[config.mk]
export PLATFORM = sky130hd
export DESIGN_NAME = csb_unit
export DESIGN_NICKNAME = d
export VERILOG_FILES = /design/src/csb_pkg.sv /design/src/csb_cmp_flags.sv /design/src/csb_unit.sv
export VERILOG_INCLUDE_DIRS = /design/src
export SDC_FILE = /design/constraint.sdc
export NUM_CORES = 1
export LEC_CHECK = 0
export ABC_AREA = 1
export BUFFER_PORTS_ARGS = -buffer_cell sky130_fd_sc_hd__buf_4
export CORE_ASPECT_RATIO = 1.4
export CORE_MARGIN = 5
export CORE_UTILIZATION = 40
export DETAILED_ROUTE_END_ITERATION = 8
export PLACE_DENSITY = 0.67
export SLEW_MARGIN = 20
export SYNTH_ARGS = -nofsm -noshare
export SYNTH_HDL_FRONTEND = slang
export SYNTH_SLANG_ARGS = --single-unit
[constraint.sdc]
create_clock -name MCLK -period 2.9 [get_ports MCLK]
set_input_delay 0.435 -clock MCLK [delete_from_list [all_inputs] [get_ports MCLK]]
set_output_delay 0.435 -clock MCLK [all_outputs]
set_load 0.05 [all_outputs]
[src/csb_params.svh]
/*
 * Constants for the compare, skip and branch unit: flag positions,
 * widths, cycle costs and program counter steps.
 * Assumes it is included by bare name from the flag generator, the unit and the bench.
 */
`ifndef CSB_PARAMS_SVH
`define CSB_PARAMS_SVH

// ********************************************************************
// Widths
// ********************************************************************
`define CSB_DATA_W     8
`define CSB_PC_W       16
`define CSB_OFS_W      7
`define CSB_BIT_W      3
`define CSB_CNT_W      2

// ********************************************************************
// Status flag positions and reset value
// ********************************************************************
`define CSB_FLAG_C     0
`define CSB_FLAG_Z     1
`define CSB_FLAG_N     2
`define CSB_FLAG_V     3
`define CSB_FLAG_S     4
`define CSB_FLAG_H     5
`define CSB_FLAG_T     6
`define CSB_FLAG_I     7
`define CSB_FLAGS_RST  8'h00
`define CSB_MSB        7
`define CSB_NIB_MSB    3

// ********************************************************************
// Program counter steps and extra cycle counts
// ********************************************************************
`define CSB_PC_STEP1   16'h0001
`define CSB_PC_STEP2   16'h0002
`define CSB_PC_STEP3   16'h0003
`define CSB_PC_RST     16'h0000
`define CSB_EXTRA0     2'h0
`define CSB_EXTRA1     2'h1
`define CSB_EXTRA2     2'h2
`define CSB_LAST       2'h1

`endif

[src/csb_pkg.sv]
/*
 * Types shared by the compare, skip and branch unit.
 * Assumes csb_params.svh is available for the design files.
 */
package csb_pkg;

	// Instruction selected by the decoder in front of this unit
	typedef enum logic [3:0] {
		CSB_OP_NONE,
		CSB_OP_COMPARE_SKIP_EQUAL,
		CSB_OP_COMPARE_REGS,
		CSB_OP_COMPARE_REGS_WITH_CARRY,
		CSB_OP_COMPARE_IMMEDIATE,
		CSB_OP_SKIP_REG_BIT_CLEAR,
		CSB_OP_SKIP_REG_BIT_SET,
		CSB_OP_SKIP_IO_BIT_CLEAR,
		CSB_OP_SKIP_IO_BIT_SET,
		CSB_OP_BRANCH_FLAG_SET,
		CSB_OP_BRANCH_FLAG_CLEAR,
		CSB_OP_BRANCH_ZERO_SET,
		CSB_OP_BRANCH_ZERO_CLEAR,
		CSB_OP_BRANCH_CARRY_SET,
		CSB_OP_BRANCH_CARRY_CLEAR,
		CSB_OP_BRANCH_SAME_HIGHER
	} csb_op_t;

	// Sequencer states
	typedef enum logic {
		CSB_ST_IDLE,
		CSB_ST_HOLD
	} csb_state_t;

endpackage

[src/csb_cmp_flags.sv]
/*
 * Subtract-without-store flag generator for the compare instructions.
 * Assumes operands are stable in the cycle they are used; purely combinational.
 */
`timescale 1ns/1ps
`include "csb_params.svh"

module csb_cmp_flags (
	input  wire logic [`CSB_DATA_W-1:0] a,         // Minuend
	input  wire logic [`CSB_DATA_W-1:0] b,         // Subtrahend
	input  wire logic                   use_carry, // Subtract old carry too
	input  wire logic                   old_c,     // Carry before the compare
	input  wire logic                   old_z,     // Zero before the compare
	output logic                        flag_c,    // Borrow out
	output logic                        flag_z,    // Zero result
	output logic                        flag_n,    // Result sign
	output logic                        flag_v,    // Two's complement overflow
	output logic                        flag_s,    // Sign test, n xor v
	output logic                        flag_h     // Borrow from low nibble
);

	logic [`CSB_DATA_W:0]   diff;
	logic [`CSB_DATA_W-1:0] r;
	logic                   cin;

	// Full-width difference; the result itself is thrown away here, only flags are output
	always_comb begin
		cin    = use_carry & old_c;
		diff   = {1'b0, a} - {1'b0, b} - {{`CSB_DATA_W{1'b0}}, cin};
		r      = diff[`CSB_DATA_W-1:0];
		flag_c = diff[`CSB_DATA_W];
		flag_n = r[`CSB_MSB];
		flag_v = (a[`CSB_MSB] & ~b[`CSB_MSB] & ~r[`CSB_MSB])
		       | (~a[`CSB_MSB] & b[`CSB_MSB] & r[`CSB_MSB]);
		flag_s = flag_n ^ flag_v;
		flag_h = (~a[`CSB_NIB_MSB] & b[`CSB_NIB_MSB])
		       | (b[`CSB_NIB_MSB] & r[`CSB_NIB_MSB])
		       | (r[`CSB_NIB_MSB] & ~a[`CSB_NIB_MSB]);
		// With carry, zero only sticks so multi-byte compares chain correctly
		flag_z = (r == {`CSB_DATA_W{1'b0}}) & (~use_carry | old_z);
	end

endmodule // csb_cmp_flags

[src/csb_unit.sv]
/*
 * Compare, conditional skip and conditional branch execution unit.
 * Assumes a decoder presents one instruction with START for one cycle, and
 * that the fetch path tells whether the instruction after a skip is two words.
 */
`timescale 1ns/1ps
`include "csb_params.svh"

module csb_unit (
	input  wire logic                   MCLK,         // Core clock, 100 MHz
	input  wire logic                   ARST_N,       // Async reset, active low
	input  wire logic                   START,        // Instruction valid pulse
	input  wire csb_pkg::csb_op_t       OP,           // Decoded instruction
	input  wire logic [`CSB_DATA_W-1:0] RD_VAL,       // First working register
	input  wire logic [`CSB_DATA_W-1:0] RR_VAL,       // Second register or immediate
	input  wire logic [`CSB_DATA_W-1:0] IO_VAL,       // Addressed I/O register
	input  wire logic [`CSB_BIT_W-1:0]  BIT_SEL,      // Bit or flag index
	input  wire logic [`CSB_OFS_W-1:0]  OFFSET,       // Signed branch offset
	input  wire logic [`CSB_PC_W-1:0]   PC_IN,        // Address of this instruction
	input  wire logic                   NEXT_TWO_WORD,// Next instruction is two words
	input  wire logic                   FLAGS_LOAD,   // Core writes status flags
	input  wire logic [`CSB_DATA_W-1:0] FLAGS_IN,     // Value for that write
	output logic                        BUSY,         // Extra cycles in progress
	output logic                        DONE,         // Instruction finished pulse
	output logic                        TAKEN,        // Branch taken or skip done
	output logic [`CSB_PC_W-1:0]        PC_OUT,       // Next program counter
	output logic [`CSB_DATA_W-1:0]      STATUS_FLAGS  // status_flags_register
);
	import csb_pkg::*;

	// ****************************************************************
	// Declarations
	// ****************************************************************
	csb_state_t                state_reg;
	logic [`CSB_CNT_W-1:0]     rem_reg;
	logic [`CSB_CNT_W-1:0]     extra_next;
	logic                      busy_reg;
	logic                      done_reg;
	logic                      taken_reg;
	logic                      taken_next;
	logic [`CSB_PC_W-1:0]      pc_reg;
	logic [`CSB_PC_W-1:0]      pc_next;
	logic [`CSB_PC_W-1:0]      pc_hold_reg;
	logic [`CSB_DATA_W-1:0]    flags_reg;
	logic [`CSB_DATA_W-1:0]    flags_next;
	logic                      accept;
	logic                      is_cmp;
	logic                      is_skip;
	logic                      is_branch;
	logic                      cond;
	logic [`CSB_PC_W-1:0]      ofs_ext;
	logic                      f_c;
	logic                      f_z;
	logic                      f_n;
	logic                      f_v;
	logic                      f_s;
	logic                      f_h;

	// New work is only taken while idle; START during BUSY is dropped
	assign accept = START && (state_reg == CSB_ST_IDLE) && (OP != CSB_OP_NONE);

	// ****************************************************************
	// Flag generation for compares
	// ****************************************************************
	csb_cmp_flags u_flags (
		.a         (RD_VAL),
		.b         (RR_VAL),
		.use_carry (OP == CSB_OP_COMPARE_REGS_WITH_CARRY),
		.old_c     (flags_reg[`CSB_FLAG_C]),
		.old_z     (flags_reg[`CSB_FLAG_Z]),
		.flag_c    (f_c),
		.flag_z    (f_z),
		.flag_n    (f_n),
		.flag_v    (f_v),
		.flag_s    (f_s),
		.flag_h    (f_h)
	);

	// ****************************************************************
	// Decode: class, condition, next pc and cycle cost
	// ****************************************************************
	always_comb begin
		is_cmp    = 1'b0;
		is_skip   = 1'b0;
		is_branch = 1'b0;
		cond      = 1'b0;
		case (OP)
			CSB_OP_COMPARE_REGS,
			CSB_OP_COMPARE_REGS_WITH_CARRY,
			CSB_OP_COMPARE_IMMEDIATE: begin
				is_cmp = 1'b1;
			end
			CSB_OP_COMPARE_SKIP_EQUAL: begin
				is_skip = 1'b1;
				cond    = (RD_VAL == RR_VAL);
			end
			CSB_OP_SKIP_REG_BIT_CLEAR: begin
				is_skip = 1'b1;
				cond    = ~RR_VAL[BIT_SEL];
			end
			CSB_OP_SKIP_REG_BIT_SET: begin
				is_skip = 1'b1;
				cond    = RR_VAL[BIT_SEL];
			end
			CSB_OP_SKIP_IO_BIT_CLEAR: begin
				is_skip = 1'b1;
				cond    = ~IO_VAL[BIT_SEL];
			end
			CSB_OP_SKIP_IO_BIT_SET: begin
				is_skip = 1'b1;
				cond    = IO_VAL[BIT_SEL];
			end
			CSB_OP_BRANCH_FLAG_SET: begin
				is_branch = 1'b1;
				cond      = flags_reg[BIT_SEL];
			end
			CSB_OP_BRANCH_FLAG_CLEAR: begin
				is_branch = 1'b1;
				cond      = ~flags_reg[BIT_SEL];
			end
			CSB_OP_BRANCH_ZERO_SET: begin
				is_branch = 1'b1;
				cond      = flags_reg[`CSB_FLAG_Z];
			end
			CSB_OP_BRANCH_ZERO_CLEAR: begin
				is_branch = 1'b1;
				cond      = ~flags_reg[`CSB_FLAG_Z];
			end
			CSB_OP_BRANCH_CARRY_SET: begin
				is_branch = 1'b1;
				cond      = flags_reg[`CSB_FLAG_C];
			end
			CSB_OP_BRANCH_CARRY_CLEAR,
			CSB_OP_BRANCH_SAME_HIGHER: begin
				is_branch = 1'b1;
				cond      = ~flags_reg[`CSB_FLAG_C];
			end
			default: begin
				cond = 1'b0;
			end
		endcase
	end

	// Offset is signed, so sign-extend before adding to the pc
	assign ofs_ext = {{(`CSB_PC_W-`CSB_OFS_W){OFFSET[`CSB_OFS_W-1]}}, OFFSET};

	// Target pc and extra cycles; a skip pays one cycle per skipped word
	always_comb begin
		pc_next    = PC_IN + `CSB_PC_STEP1;
		extra_next = `CSB_EXTRA0;
		taken_next = 1'b0;
		if (is_branch && cond) begin
			pc_next    = PC_IN + ofs_ext + `CSB_PC_STEP1;
			extra_next = `CSB_EXTRA1;
			taken_next = 1'b1;
		end else if (is_skip && cond) begin
			taken_next = 1'b1;
			if (NEXT_TWO_WORD) begin
				pc_next    = PC_IN + `CSB_PC_STEP3;
				extra_next = `CSB_EXTRA2;
			end else begin
				pc_next    = PC_IN + `CSB_PC_STEP2;
				extra_next = `CSB_EXTRA1;
			end
		end
	end

	// ****************************************************************
	// Sequencer: counts the extra cycles of a taken branch or skip
	// ****************************************************************
	always_ff @(posedge MCLK or negedge ARST_N) begin
		if (!ARST_N) begin
			state_reg <= CSB_ST_IDLE;
			rem_reg   <= `CSB_EXTRA0;
		end else begin
			case (state_reg)
				CSB_ST_IDLE: begin
					if (accept && (extra_next != `CSB_EXTRA0)) begin
						state_reg <= CSB_ST_HOLD;
						rem_reg   <= extra_next;
					end
				end
				CSB_ST_HOLD: begin
					rem_reg <= rem_reg - `CSB_LAST;
					if (rem_reg == `CSB_LAST) begin
						state_reg <= CSB_ST_IDLE;
					end
				end
				default: begin
					state_reg <= CSB_ST_IDLE;
				end
			endcase
		end
	end

	// Result outputs: one-cycle DONE with the final pc and outcome
	always_ff @(posedge MCLK or negedge ARST_N) begin
		if (!ARST_N) begin
			busy_reg    <= 1'b0;
			done_reg    <= 1'b0;
			taken_reg   <= 1'b0;
			pc_reg      <= `CSB_PC_RST;
			pc_hold_reg <= `CSB_PC_RST;
		end else begin
			done_reg <= 1'b0;
			if (accept) begin
				pc_hold_reg <= pc_next;
				taken_reg   <= taken_next;
				if (extra_next == `CSB_EXTRA0) begin
					done_reg <= 1'b1;
					pc_reg   <= pc_next;
				end else begin
					busy_reg <= 1'b1;
				end
			end else if (state_reg == CSB_ST_HOLD && rem_reg == `CSB_LAST) begin
				busy_reg <= 1'b0;
				done_reg <= 1'b1;
				pc_reg   <= pc_hold_reg;
			end
		end
	end

	// ****************************************************************
	// Status flags: only core writes and compares touch them here
	// ****************************************************************
	always_comb begin
		flags_next = flags_reg;
		if (FLAGS_LOAD) begin
			flags_next = FLAGS_IN;
		end
		// A compare in the same cycle as a core write wins for C, Z, N, V, S and H, being newer work
		if (accept && is_cmp) begin
			flags_next[`CSB_FLAG_C] = f_c;
			flags_next[`CSB_FLAG_Z] = f_z;
			flags_next[`CSB_FLAG_N] = f_n;
			flags_next[`CSB_FLAG_V] = f_v;
			flags_next[`CSB_FLAG_S] = f_s;
			flags_next[`CSB_FLAG_H] = f_h;
		end
	end

	always_ff @(posedge MCLK or negedge ARST_N) begin
		if (!ARST_N) begin
			flags_reg <= `CSB_FLAGS_RST;
		end else begin
			flags_reg <= flags_next;
		end
	end

	assign BUSY         = busy_reg;
	assign DONE         = done_reg;
	assign TAKEN        = taken_reg;
	assign PC_OUT       = pc_reg;
	assign STATUS_FLAGS = flags_reg;
endmodule // csb_unit

; Word-level counts from Yosys, hierarchy flattened
; Index checks and enable logic that the tools add are counted.
[word_totals]
ff_bits = 46
in_bits = 67
output_inout_bits = 27
elab_cells = 116
[op_classes]
addsub = 8
n_lt_le_gt_ge = 1
n_eq_ne = 20
n_mux = 34
bitwise_logic = 25
n_reduce_logical = 19
[ops]
columns = op, count
row1 = $mux 16, 6
row2 = $add 16x1->16 const B, 2
row3 = $add 16x2->16 const B, 2
row4 = $eq 4x4->1 const B, 8
row5 = $add 16x16->16, 1
row6 = $eq 4x3->1 const B, 4
row7 = $mux 1, 16
row8 = $mux 6, 2
row9 = $not 1->1, 11
row10 = $pmux 1 s11, 1
row11 = $and 1x1->1, 9
row12 = $bmux 1 s3, 3
row13 = $sub 8x8->9, 1
row14 = $sub 9x1->9, 1
row15 = $eq 4x2->1 const B, 2
row16 = $eq 8x8->1, 1
row17 = $logic_not 8->1, 1
row18 = $mux 2, 4
row19 = $logic_and 1x1->1, 7
row20 = $reduce_or 7->1, 1
row21 = $reduce_bool 2->1, 3
row22 = $reduce_or 5->1, 1
row23 = $eq 4x1->1 const B, 1
row24 = $lt 3x4->1 const B, 1
row25 = 13 further kinds, 18

; Logic depth before layout (Yosys ltp)
; Gate-level depths: netlist of run 1.
[logic_depth]
word_depth = 11
depth_mapped = 19

; Cells and area by module
; From an unflattened synthesis of run 1, not the netlist that was laid out.
[unflattened]
hier_cells = 757
area_unflattened_um2 = 4878.4
[by_module_without_submodules]
columns = mod, n_inst, cells_per_inst, area_each_um2, seq_area_each_um2
row1 = csb_unit, 1, 637, 4212.8, 1151.1
row2 = csb_cmp_flags, 1, 120, 665.6, 0.0

; Worst setup path after synthesis of run 1
; Ideal clock, no wire load.
[synth_path]
path_type = in2reg
startpoint = input OP[1]
endpoint = register flags_reg[3] (netlist: STATUS_FLAGS[3])
setup_time_ns = 0.123
arrival_time_ns = 2.480
path_slack_ns = 0.297
path_stages = 16
n_path_buf = 1
path_cell_list = buf_2 > nand2_1 > nor2_1 > nand2_1 > fa_1 > ha_1 > nand2_1 > nand3_1 > nand3_1 > nand2_1 > a21oi_1 > o21bai_1 > xor2_1 > o21ai_0 > o21ai_0 > nand2_1
[synth_between]
elab_chain_len = 7
word_cells_on_any_way = 16
classes_between = add/sub: 1 / eq/ne: 3 / mux: 2 / bitwise: 5 / reduce/logical: 5
[synth_lines]
columns = element, line_no
row1 = start: declaration, csb_unit.sv:13  ; input wire csb_pkg::csb_op_t OP,
row2 = $eq 4x2->1, "csb_unit.sv:68, csb_unit.sv:87"
row3 = $and 1x1->1, csb_cmp_flags.sv:28  ; cin = use_carry & old_c;
row4 = $sub 9x1->9, csb_cmp_flags.sv:29  ; diff = {1'b0, a} - {1'b0, b} - {{`CSB_DATA_W{1'b0}}, cin};
row5 = $not 1->1, csb_cmp_flags.sv:33  ; flag_v = (a[`CSB_MSB] & ~b[`CSB_MSB] & ~r[`CSB_MSB])
row6 = $and 1x1->1, csb_cmp_flags.sv:33
row7 = $or 1x1->1, csb_cmp_flags.sv:33
row8 = $mux 6, csb_unit.sv:232  ; if (accept && is_cmp) begin
row9 = end signal: assignment, csb_unit.sv:244  ; flags_reg <= `CSB_FLAGS_RST;
row10 = end signal: assignment, csb_unit.sv:246  ; flags_reg <= flags_next;
row11 = end: declaration, csb_unit.sv:44  ; logic [`CSB_DATA_W-1:0] flags_reg;
; Several ways; a longest one is shown, not always the timed one.
; A chain may end at the register's enable or synchronous reset.

; Worst setup path in the final report of run 1
[layout_path]
startpoint = input OP[3]
endpoint = register flags_reg[3] (netlist: STATUS_FLAGS[3])
; The elaborated chain is that of the path after synthesis.

==> results.md, run 1 <==
- Synth top area share: 24.6%
- Setup tns final: 0 ns
- Slowest stage delay, CP: 0.39 ns
- Synth area leaders: dfrtp_1 (25%), nand2_1 (17%), ha_1 (9.4%)
- Mapped Nets: 818
- Final setup fails: 0
- Clock H-tree levels: 2
- Maximum vdd drop: 0.000295 V
- Clock sink total: 46
- Outcome: finished, final reports clean
- First-pass GRT wire length: 20.6 mm
- IO Port Bufs: 93
- Routability cong.: 0.906
- Sw Pwr: 1690 µW
- DP HPWL: 10.3 mm
- Max Clock Freq: 390 MHz
- Worst Setup End Kind: register
- Initial Utilization: 41.1%
- Skew-Pair Late Insertion Delay: 0.29 ns
- Bufs and invs on worst path: 2
- Grt ovf: 0
- Xor/xnor share of the synthesized area: 8.80%
- Synth warn: 0
- CP max-delay cell: fa_1
- Fraction of layout cells with a size suffix above 1: 16.2%
- DR iter-0 viols: 164
- Routed len/inst: 13.0 µm
- Hold Crit Class: in2async
- Pin count of the biggest net entering global routing: 47
- Most common cell on crit path: nand2_1
- Core Area: 11,400 µm²
- DRT Wirelength: 12.4 mm
- Clock tree buffer depth: 2
- Mapped cell area: 4680 µm²
- Root buffer cell: clkbuf_16
- WP data arrival: 2.73 ns
- Top FF cell, synth: dfrtp_1
- Setup Buffers After CTS: 0
- Worst setup margin: 0.339 ns
- Inserted Clock Buffers: 5
- Total vias in the final route: 4,626
- Full die area: 14,000 µm²
- Max Clock Skew: 0.00584 ns
- Row count: 46
- Final Cycle Share: 88.3%
- Post-synth EDFFs: 0
- Nets: 911
- Die outline height: 138 µm
- Largest area contributor in the netlist: dfrtp_1
- Tightest Pin Transition: 0.587 ns
- CP top delay family: adder cells
- Final max-slew violation count: 0
- CTS resizes: 0
- Startpoint types: primary input
- Avg Inst Size Synth: 6.56 µm²
- Pre-CTS WS: 0.0857 ns
- Initial antenna violation count: 0
- Die W: 101 µm
- Count of final hold-check violations: 0
- CTS hold repair buffers: 0
- Ys async rst share: 100%
- Slew HR: 60.9%
- Leakage power: 0.00315 µW
- Post-route ant nets: 0
- Clock transition at path regs: 0.06 ns
- Net Sw Frac: 45.4%
- Dpl cells: 943
- N_diodes: 0
- Worst-path cell chain: buf_4 -> inv_1 -> nand2_1 -> nor2_1 -> nand2_1 -> fa_1 -> ha_1 -> nand2_1 -> nand3_1 -> nand3_1 -> nand2_1 -> a21oi_1 -> o21bai_1 -> xor2_1 -> o21ai_0 -> o21ai_0 -> nand2_1
- Max-cap viol count: 0
- Cell variety after synth: 38
- Multiplexer share of the synthesized area: 0%
- Min cycle time layout: 2.56 ns
- Routed vias/inst: 4.86
- Clock group share of total power: 17.3%
- Most common cell in the netlist: nand2_1
- Critical path class: in2reg
- Sequential fraction of the synthesis area: 24.6%
- Area grow syn2layout: 21.6%
- Tot GR Track Use: 18.2%
- Synth Register Bits: 46
- Part of the power in combinational logic: 54.5%
- Vias in the first global route: 4,566
- Largest family of logic cells by synthesized area: simple AND/OR/NAND/NOR gates
- Sequential share of power: 28.2%
- Internal Power: 2030 µW
- Post-Synth Simple-Gate Area: 33.4%
- # DRC: 0
- Top cells by count, synth: nand2_1 (207), inv_1 (109), nand3_1 (79)
- CTS tree: yes
- CP Data Required Time: 3.07 ns
- Pwr/cell area: 653 nW/µm²
- Post-synthesis cell count: 713
- Synth Area in Adders: 10.6%
- Synth Area in Compound Gates: 11.0%
- CP max FO: 4
- Io pins: 94
- Unrepaired setup endpoints after global routing: no
- First drt pass iteration count: 4
- Non-Filler Instances: 951
==> layout make-up <==
cell class / instances / area, µm²
clock inverter: 2 / 37.5
timing repair buffer: 104 / 781
multi-input combinational: 536 / 2990
tap: 144 / 180
inverter: 113 / 424
clock buffer: 6 / 129
sequential: 46 / 1150
fill: 1220 / 5710
==> final timing paths <==
check	from	endpoint	slack, ns	cells after the start
worst max-delay path	OP[3]	STATUS_FLAGS[3]	0.34	17
max in group asynchronous	ARST_N	STATUS_FLAGS[7]	2.35	1
worst min-delay path	ARST_N	PC_OUT[0]	0.14	1
worst min register to register	pc_hold_reg[3]	pc_hold_reg[3]	0.48	2
worst max register to register	STATUS_FLAGS[0]	STATUS_FLAGS[3]	0.38	13
min in group MCLK	FLAGS_IN[6]	STATUS_FLAGS[6]	0.37	3
==> metrics by stage <==
step	utilization, %	cell area, µm²	power (µW)	hold slack (ns)
global route	49.9	5690	4010	0.184
finish	49.9	5690	3720	0.137
floorplan	-	4680	2490	0.139
detailed placement	48.5	5520	3100	0.463
CTS	49.9	5690	3770	0.159
global placement	48.5	5520	3080	0.462
==> worst reg2reg max path, delay by kind of cell (launching register included) <==
family	cells	cell delay [ns]
xor gates and xnor gates	1	0.26
DFF	1	0.46
AOI/OAI and AO/OA	4	0.53
adders and majority gates	2	0.70
and+or+nand+nor	6	0.46
==> power by group through the flow <==
stage               logic (µW)  clock network (µW)  registers [µW]
floorplan                  972                   0            1520
global placement          2020                   0            1050
detailed placement        2040                   0            1060
CTS                       2050                 661            1050
global route              2240                 684            1090
finish                    2020                 643            1050
==> logic make-up after synthesis <==
family                     after synthesis
buffers and inverters                  131
adders and majority gates               38
DFF                                     46
AOI/OAI and AO/OA                       85
xor gates and xnor gates                47
and+or+nand+nor                        366
==> metal layers <==
metal	share of wire, %	global-route usage (%)
met5	0	0
met4	2.8	6.95
met3	5.2	1.51
met2	51	33.9
met1	41	21.3
==> placed cells by master, fill, tap and decap left out, types with 7 or more instances in the layout <==
cell and n:
nand3_1 79, inv_1 109, ha_1 35, dfrtp_1 46, o21ai_0 30, nor2_1 43, xor2_1 34, xnor2_1 13
a21boi_0 7, buf_4 104, a21oi_1 23, nand2_1 207, or2_2 12, nor3_1 9
(Power assumes the default switching activity.)
==> inputs of run 2 (changes only) <==
--- a/config.mk
+++ b/config.mk
@@ -13,6 +13,7 @@
 export CORE_UTILIZATION = 40
 export DETAILED_ROUTE_END_ITERATION = 8
 export PLACE_DENSITY = 0.67
+export SETUP_SLACK_MARGIN = 0.5
 export SLEW_MARGIN = 20
 export SYNTH_ARGS = -nofsm -noshare
 export SYNTH_HDL_FRONTEND = slang
==> run 2 against run 1 <==
Non-clock buffer count grew 8. Die area is the same. Critical path depth is 1 higher. Maximum frequency increased by 6.2%. Sequential share of layout area down 1.2 points. Final cell count is 0.95% higher. Routed wire length is 15% higher. Core utilization rose by 3.1 points. Clock skew down 0.0013 ns. Largest cell class unchanged.
==> results.md, run 2 (same netlist as run 1, synthesis figures left out) <==
- Tightest Pin Transition: 0.650 ns (+0.0635 ns)
- Area grow syn2layout: 29.3%
- Initial antenna violation count: 0 (unchanged)
- CTS tree: yes
- Max Clock Freq: 415 MHz (+6.2%)
- Post-route ant nets: 0 (unchanged)
- Io pins: 94 (unchanged)
- Fraction of layout cells with a size suffix above 1: 23.3% (+7.1 points)
- Worst Setup End Kind: register
- Unrepaired setup endpoints after global routing: yes
- Commonest cells after routing, fill and taps aside: nand2_1 (195), inv_1 (103), buf_4 (103)
- Die W: 101 µm (unchanged)
- Nets: 920 (+0.99%)
- Startpoint types: primary input
- CP Data Required Time: 3.13 ns (+0.06 ns)
- Routed len/inst: 14.8 µm (+14%)
- Filler cell count in the final layout: 1,133 (-7.1%)
- Critical path class: in2reg
- Commonest non-fill, non-tap cell in the layout: nand2_1
- Clock tree buffer depth: 2 (unchanged)
- DR iter-0 viols: 204 (+24%)
- Reg2reg start: STATUS_FLAGS[0]
- Initial Utilization: 41.1% (unchanged)
- DRT Wirelength: 14.2 mm (+15%)
- IO Port Bufs: 93 (unchanged)
- Pin count of the biggest net entering global routing: 47 (unchanged)
- Pwr/cell area: 642 nW/µm² (-1.7%)
- Row count: 46 (unchanged)
- Final max-slew violation count: 0 (unchanged)
- Pwr Total: 3880 µW (+4.5%)
- R2r worst-path depth: 14 (+1)
- Routability cong.: 1.06 (+17%)
- CP max FO: 3 (-1)
- Hold Crit Class: in2async
- First drt pass iteration count: 5 (+1)
- Outcome: finished, final reports clean
- N_diodes: 0 (unchanged)
- Hold_ws: 0.142 ns (+0.00514 ns)
- Core Area: 11,400 µm² (unchanged)
- Final Cycle Share: 83.2% (-5.1 points)
- Worst setup margin: 0.488 ns (+0.148 ns)
- Clock H-tree levels: 2 (unchanged)
- Slew HR: 56.6% (-4.2 points)
- R2R Path End: STATUS_FLAGS[0]
- WP data arrival: 2.64 ns (-0.09 ns)
- Maximum vdd drop: 0.000257 V (-13%)
- Clock transition at path regs: 0.06 ns (about the same)
- Count of final hold-check violations: 0 (unchanged)
- Skew-Pair Late Insertion Delay: 0.29 ns (about the same)
- Clock sink total: 46 (unchanged)
- Tot GR Track Use: 20.1% (+1.9 points)
- Total vias in the final route: 4,920 (+6.4%)
- Min cycle time layout: 2.41 ns (-0.148 ns)
- Max-cap viol count: 0 (unchanged)
- First-pass GRT wire length: 22.6 mm (+9.6%)
- Vias in the first global route: 4,889 (+7.1%)
- R2R setup slack: 0.54 ns (+0.16 ns)
- Leakage power: 0.00324 µW (+2.8%)
- Final setup fails: 0 (unchanged)
- CTS hold repair buffers: 0 (unchanged)
- # DRC: 0 (unchanged)
- Max Clock Skew: 0.00453 ns (-0.00131 ns)
- Routed vias/inst: 5.13 (+5.4%)
- Die outline height: 138 µm (unchanged)
- Grt ovf: 0 (unchanged)
- Root buffer cell: clkbuf_16
- DP HPWL: 11.3 mm (+10%)
- Full die area: 14,000 µm² (unchanged)
- Setup tns final: 0 ns (unchanged)
- Inserted Clock Buffers: 5 (unchanged)
- Pre-CTS WS: 0.00990 ns (-0.0758 ns)
-- run 2: cell types whose count changed in the layout (fill, tap and decap cells not counted), sizes merged --
| cell | delta |
|---|---|
| clkbuf | -1 |
| clkinv | +1 |
| buf | +8 |
| clkinvlp | +1 |
-- run 2: how the worst max path moves through the flow --
stage	startpoint	to	slack [ns]	depth (start not counted)
2_1_floorplan	OP[1]	STATUS_FLAGS[3]	0.42	16
3_3_place_gp	OP[3]	STATUS_FLAGS[1]	0.10	17
3_5_place_dp	OP[3]	STATUS_FLAGS[1]	0.01	17
4_1_cts	STATUS_FLAGS[0]	STATUS_FLAGS[1]	0.47	11
5_1_grt	STATUS_FLAGS[0]	STATUS_FLAGS[0]	0.39	14
6_report	OP[3]	STATUS_FLAGS[3]	0.49	18
-- run 2: critical path: stages --
cell	delay [ns]
buf_8	0.11
inv_6	0.05
nand2_4	0.05
nor2_4	0.10
nand2_2	0.06
fa_2	0.42
ha_4	0.29
nand2_2	0.04
nand3_2	0.07
nand3_2	0.08
nand2_2	0.08
a21oi_2	0.06
o21bai_2	0.20
xor2_2	0.21
nand2_1	0.12
o21ai_1	0.11
o21ai_1	0.09
nand2_1	0.06
-- run 2: stage by stage --
stage / area (µm²) / cells / util (%)
2_1_floorplan: 4720 / 713 / -
3_3_place_gp: 5540 / 941 / 48.6
3_5_place_dp: 5540 / 941 / 48.6
4_1_cts: 5800 / 954 / 50.9
5_1_grt: 6050 / 960 / 53.1
6_report: 6050 / 960 / 53.1
-- run 2: timing repair --
action	4_1_cts	5_1_grt
resized for setup	18	53
endpoints found under the setup margin	7	30
gates cloned	0	2
setup buffers	5	4
pin swaps	12	35
-- run 2: layer usage --
metal | share of wire, % | GRT usage, % | vias to the layer above
li1 | - | - | 2466
met1 | 38 | 22.5 | 2273
met2 | 54 | 38.6 | 148
met3 | 4.5 | 1.36 | 33
met4 | 3.6 | 8.06 | 0
met5 | 0 | 0 | -
-- run 2: area by class of cell --
class | instances | area, µm² | share of cell area (%)
timing repair inverter | 1 | 7.51 | 0.124
tap | 144 | 180 | 2.98
inverter | 113 | 440 | 7.28
multi-input combinational | 536 | 3220 | 53.2
clock buffer | 5 | 125 | 2.07
sequential | 46 | 1150 | 19.1
clock inverter | 3 | 43.8 | 0.724
timing repair buffer | 112 | 881 | 14.6
-- run 2: where the power goes --
group,switching [µW],internal [µW]
combinational,1410,769
sequential,128,920
clock,245,408
==> inputs of run 3 (changes only) <==
--- a/config.mk
+++ b/config.mk
@@ -12,7 +12,7 @@
 export CORE_MARGIN = 5
 export CORE_UTILIZATION = 40
 export DETAILED_ROUTE_END_ITERATION = 8
-export PLACE_DENSITY = 0.67
+export PLACE_DENSITY = 0.69
 export SETUP_SLACK_MARGIN = 0.5
 export SLEW_MARGIN = 20
 export SYNTH_ARGS = -nofsm -noshare
==> constraint.sdc (replaced) <==
create_clock -name MCLK -period 2 [get_ports MCLK]
set_input_delay 0.3 -clock MCLK [delete_from_list [all_inputs] [get_ports MCLK]]
set_output_delay 0.3 -clock MCLK [all_outputs]
set_load 0.05 [all_outputs]
==> run 3 against run 2 <==
The run now ends with setup timing left. Routed wire length shrank 1.7%. Sequential power grew 46%. Critical path depth shrank 3. Hold slack lost 0.13 ns. Clock power grew 25%. Final cell count grew 9.2%. Combinational power grew 69%.
==> results.md, run 3 (same netlist as run 1, synthesis figures left out) <==
- Skew-Pair Late Insertion Delay: 0.29 ns (about the same)
- Clock group share of total power: 13.5% (-3.3 points)
- Part of the power in combinational logic: 61.0% (+4.8 points)
- DP HPWL: 11.0 mm (-2.3%)
- Hold Crit Class: in2async
- Root buffer cell: clkbuf_16
- Leakage power: 0.00372 µW (+15%)
- Total vias in the final route: 5,084 (+3.3%)
- Core Area: 11,400 µm² (unchanged)
- Non-Filler Instances: 1,048 (+9.2%)
- Clock sink total: 46 (unchanged)
- Fraction of layout cells with a size suffix above 1: 34.1% (+11 points)
- Nets: 1,008 (+9.6%)
- N_diodes: 0 (unchanged)
- Net Sw Frac: 45.4% (-0.57 points)
- Sequential share of power: 25.5% (-1.5 points)
- Final Cycle Share: 111%
- Internal Power: 3290 µW (+57%)
- Tot GR Track Use: 20.0% (-0.12 points)
- Clock H-tree levels: 2 (unchanged)
- Row count: 46 (unchanged)
- Min cycle time layout: 2.23 ns
- Routed vias/inst: 4.85 (-5.3%)
- Unrepaired setup endpoints after global routing: yes
- Routed len/inst: 13.4 µm (-10%)
- Commonest non-fill, non-tap cell in the layout: nand2_1
- DR iter-0 viols: 277 (+36%)
- Die W: 101 µm (unchanged)
- Grt ovf: 0 (unchanged)
- CP Data Required Time: 2.17 ns (-0.96 ns)
- CP max FO: 2 (-1)
- DRT Wirelength: 14.0 mm (-1.7%)
- Pre-CTS WS: -0.637 ns (-0.647 ns)
- First-pass GRT wire length: 22.8 mm (+0.64%)
- # DRC: 0 (unchanged)
- Clock tree buffer depth: 2 (unchanged)
- Max-cap viol count: 0 (unchanged)
- Slew HR: 60.3% (+3.7 points)
- Util after Layout: 60.5% (+7.5 points)
- Post-route ant nets: 0 (unchanged)
- Final max-slew violation count: 0 (unchanged)
- Worst setup margin: -0.229 ns (-0.717 ns)
- Full die area: 14,000 µm² (unchanged)
- Commonest cells after routing, fill and taps aside: nand2_1 (189), buf_4 (183), inv_1 (100)
- Clock transition at path regs: 0.06 ns (about the same)
- Hold_ws: 0.0114 ns (-0.131 ns)
- IO Port Bufs: 93 (unchanged)
- Sw Pwr: 2740 µW (+53%)
- CTS hold repair buffers: 0 (unchanged)
- Failing checks: setup timing
- Max Clock Freq: 449 MHz
- Startpoint types: register
- Pwr/cell area: 874 nW/µm² (+36%)
- Filler cell count in the final layout: 1,089 (-3.9%)
- WP data arrival: 2.39 ns (-0.25 ns)
- Inserted Clock Buffers: 5 (unchanged)
- Vias in the first global route: 5,154 (+5.4%)
- Maximum vdd drop: 0.000420 V (+63%)
- Worst Setup End Kind: register
- Io pins: 94 (unchanged)
- Max Clock Skew: 0.00724 ns (+0.00270 ns)
- Initial antenna violation count: 0 (unchanged)
- Final setup fails: 37 (+37)
- Area grow syn2layout: 47.4%
- Count of final hold-check violations: 0 (unchanged)
- Initial Utilization: 41.1% (unchanged)
- Outcome: finished with violations
- Tightest Pin Transition: 0.595 ns (-0.0553 ns)
- Pin count of the biggest net entering global routing: 47 (unchanged)
- Dpl cells: 1,025 (+8.9%)
- Critical path class: reg2reg
- Die outline height: 138 µm (unchanged)
- Routability cong.: 0.891 (-16%)
- First drt pass iteration count: 4 (-1)
- CTS tree: yes
run 3: cell count changes in the layout (fill, tap and decap cells not counted), moves of 7 or more:
cell / change
nand3_1: -14
nand3_2: +14
nand2_2: +7
buf_4: +80
run 3: worst paths after layout:
path,start,end,slack (ns),cells past startpoint
max,STATUS_FLAGS[0],STATUS_FLAGS[0],-0.23,15
min,ARST_N,PC_OUT[13],0.01,1
max reg2reg,STATUS_FLAGS[0],STATUS_FLAGS[0],-0.23,15
min reg2reg,pc_hold_reg[9],pc_hold_reg[9],0.48,2
max in group asynchronous,ARST_N,STATUS_FLAGS[4],1.55,1
min in group MCLK,FLAGS_IN[7],STATUS_FLAGS[7],0.23,3
run 3: power by group through the flow:
stage	logic [µW]	clock network [µW]	registers, µW
detailed placement	3220	0	1540
CTS	3500	831	1530
global placement	3170	0	1520
floorplan	1430	0	2200
global route	4000	867	1570
finish	3680	816	1530
run 3: through the flow:
stage | setup TNS, ns | cell area [µm²] | power (µW)
floorplan | -1.99 | 4770 | 3640
global placement | -8.46 | 6250 | 4690
detailed placement | -9.42 | 6250 | 4750
CTS | -3.10 | 6660 | 5860
global route | -9.67 | 6900 | 6440
finish | -4.13 | 6900 | 6030
run 3: area by class of cell:
cell class | count | area, µm² | share of cell area [%]
Inverter | 113 | 435 | 6.31
Timing Repair Buffer | 200 | 1650 | 23.9
Multi-Input combinational cell | 536 | 3330 | 48.3
Tap cell | 144 | 180 | 2.61
Clock inverter | 1 | 7.51 | 0.109
Timing Repair inverter | 1 | 7.51 | 0.109
Sequential cell | 46 | 1160 | 16.8
Clock buffer | 7 | 133 | 1.92
run 3: worst max-delay path: stages (launching register included):
cell and delay (ns):
dfrtp_1 0.40, nand2_1 0.08, fa_2 0.24, inv_2 0.05
fa_2 0.36, nand2_2 0.07, inv_2 0.05, o21bai_4 0.12
buf_6 0.12, a21oi_4 0.06, o21bai_4 0.13, a21oi_2 0.07
nor2_1 0.14, o21ai_2 0.08, nand2_1 0.06, o211ai_1 0.08
run 3: routing by layer:
| metal | vias to the layer above | track usage (%) | wire length (µm) |
|---|---|---|---|
| met5 | - | 0 | 0 |
| met4 | 0 | 8.13 | 406 |
| met3 | 33 | 1.21 | 717 |
| met2 | 115 | 38.2 | 7590 |
| met1 | 2295 | 22.6 | 5280 |
| li1 | 2641 | - | - |
run 3: what timing repair did:
action                                  in CTS  in global routing
buffers inserted                             8                  4
cloned                                       3                  0
endpoints found under the setup margin      44                 44
pin swaps                                   21                 32
gates resized for setup                     44                 57
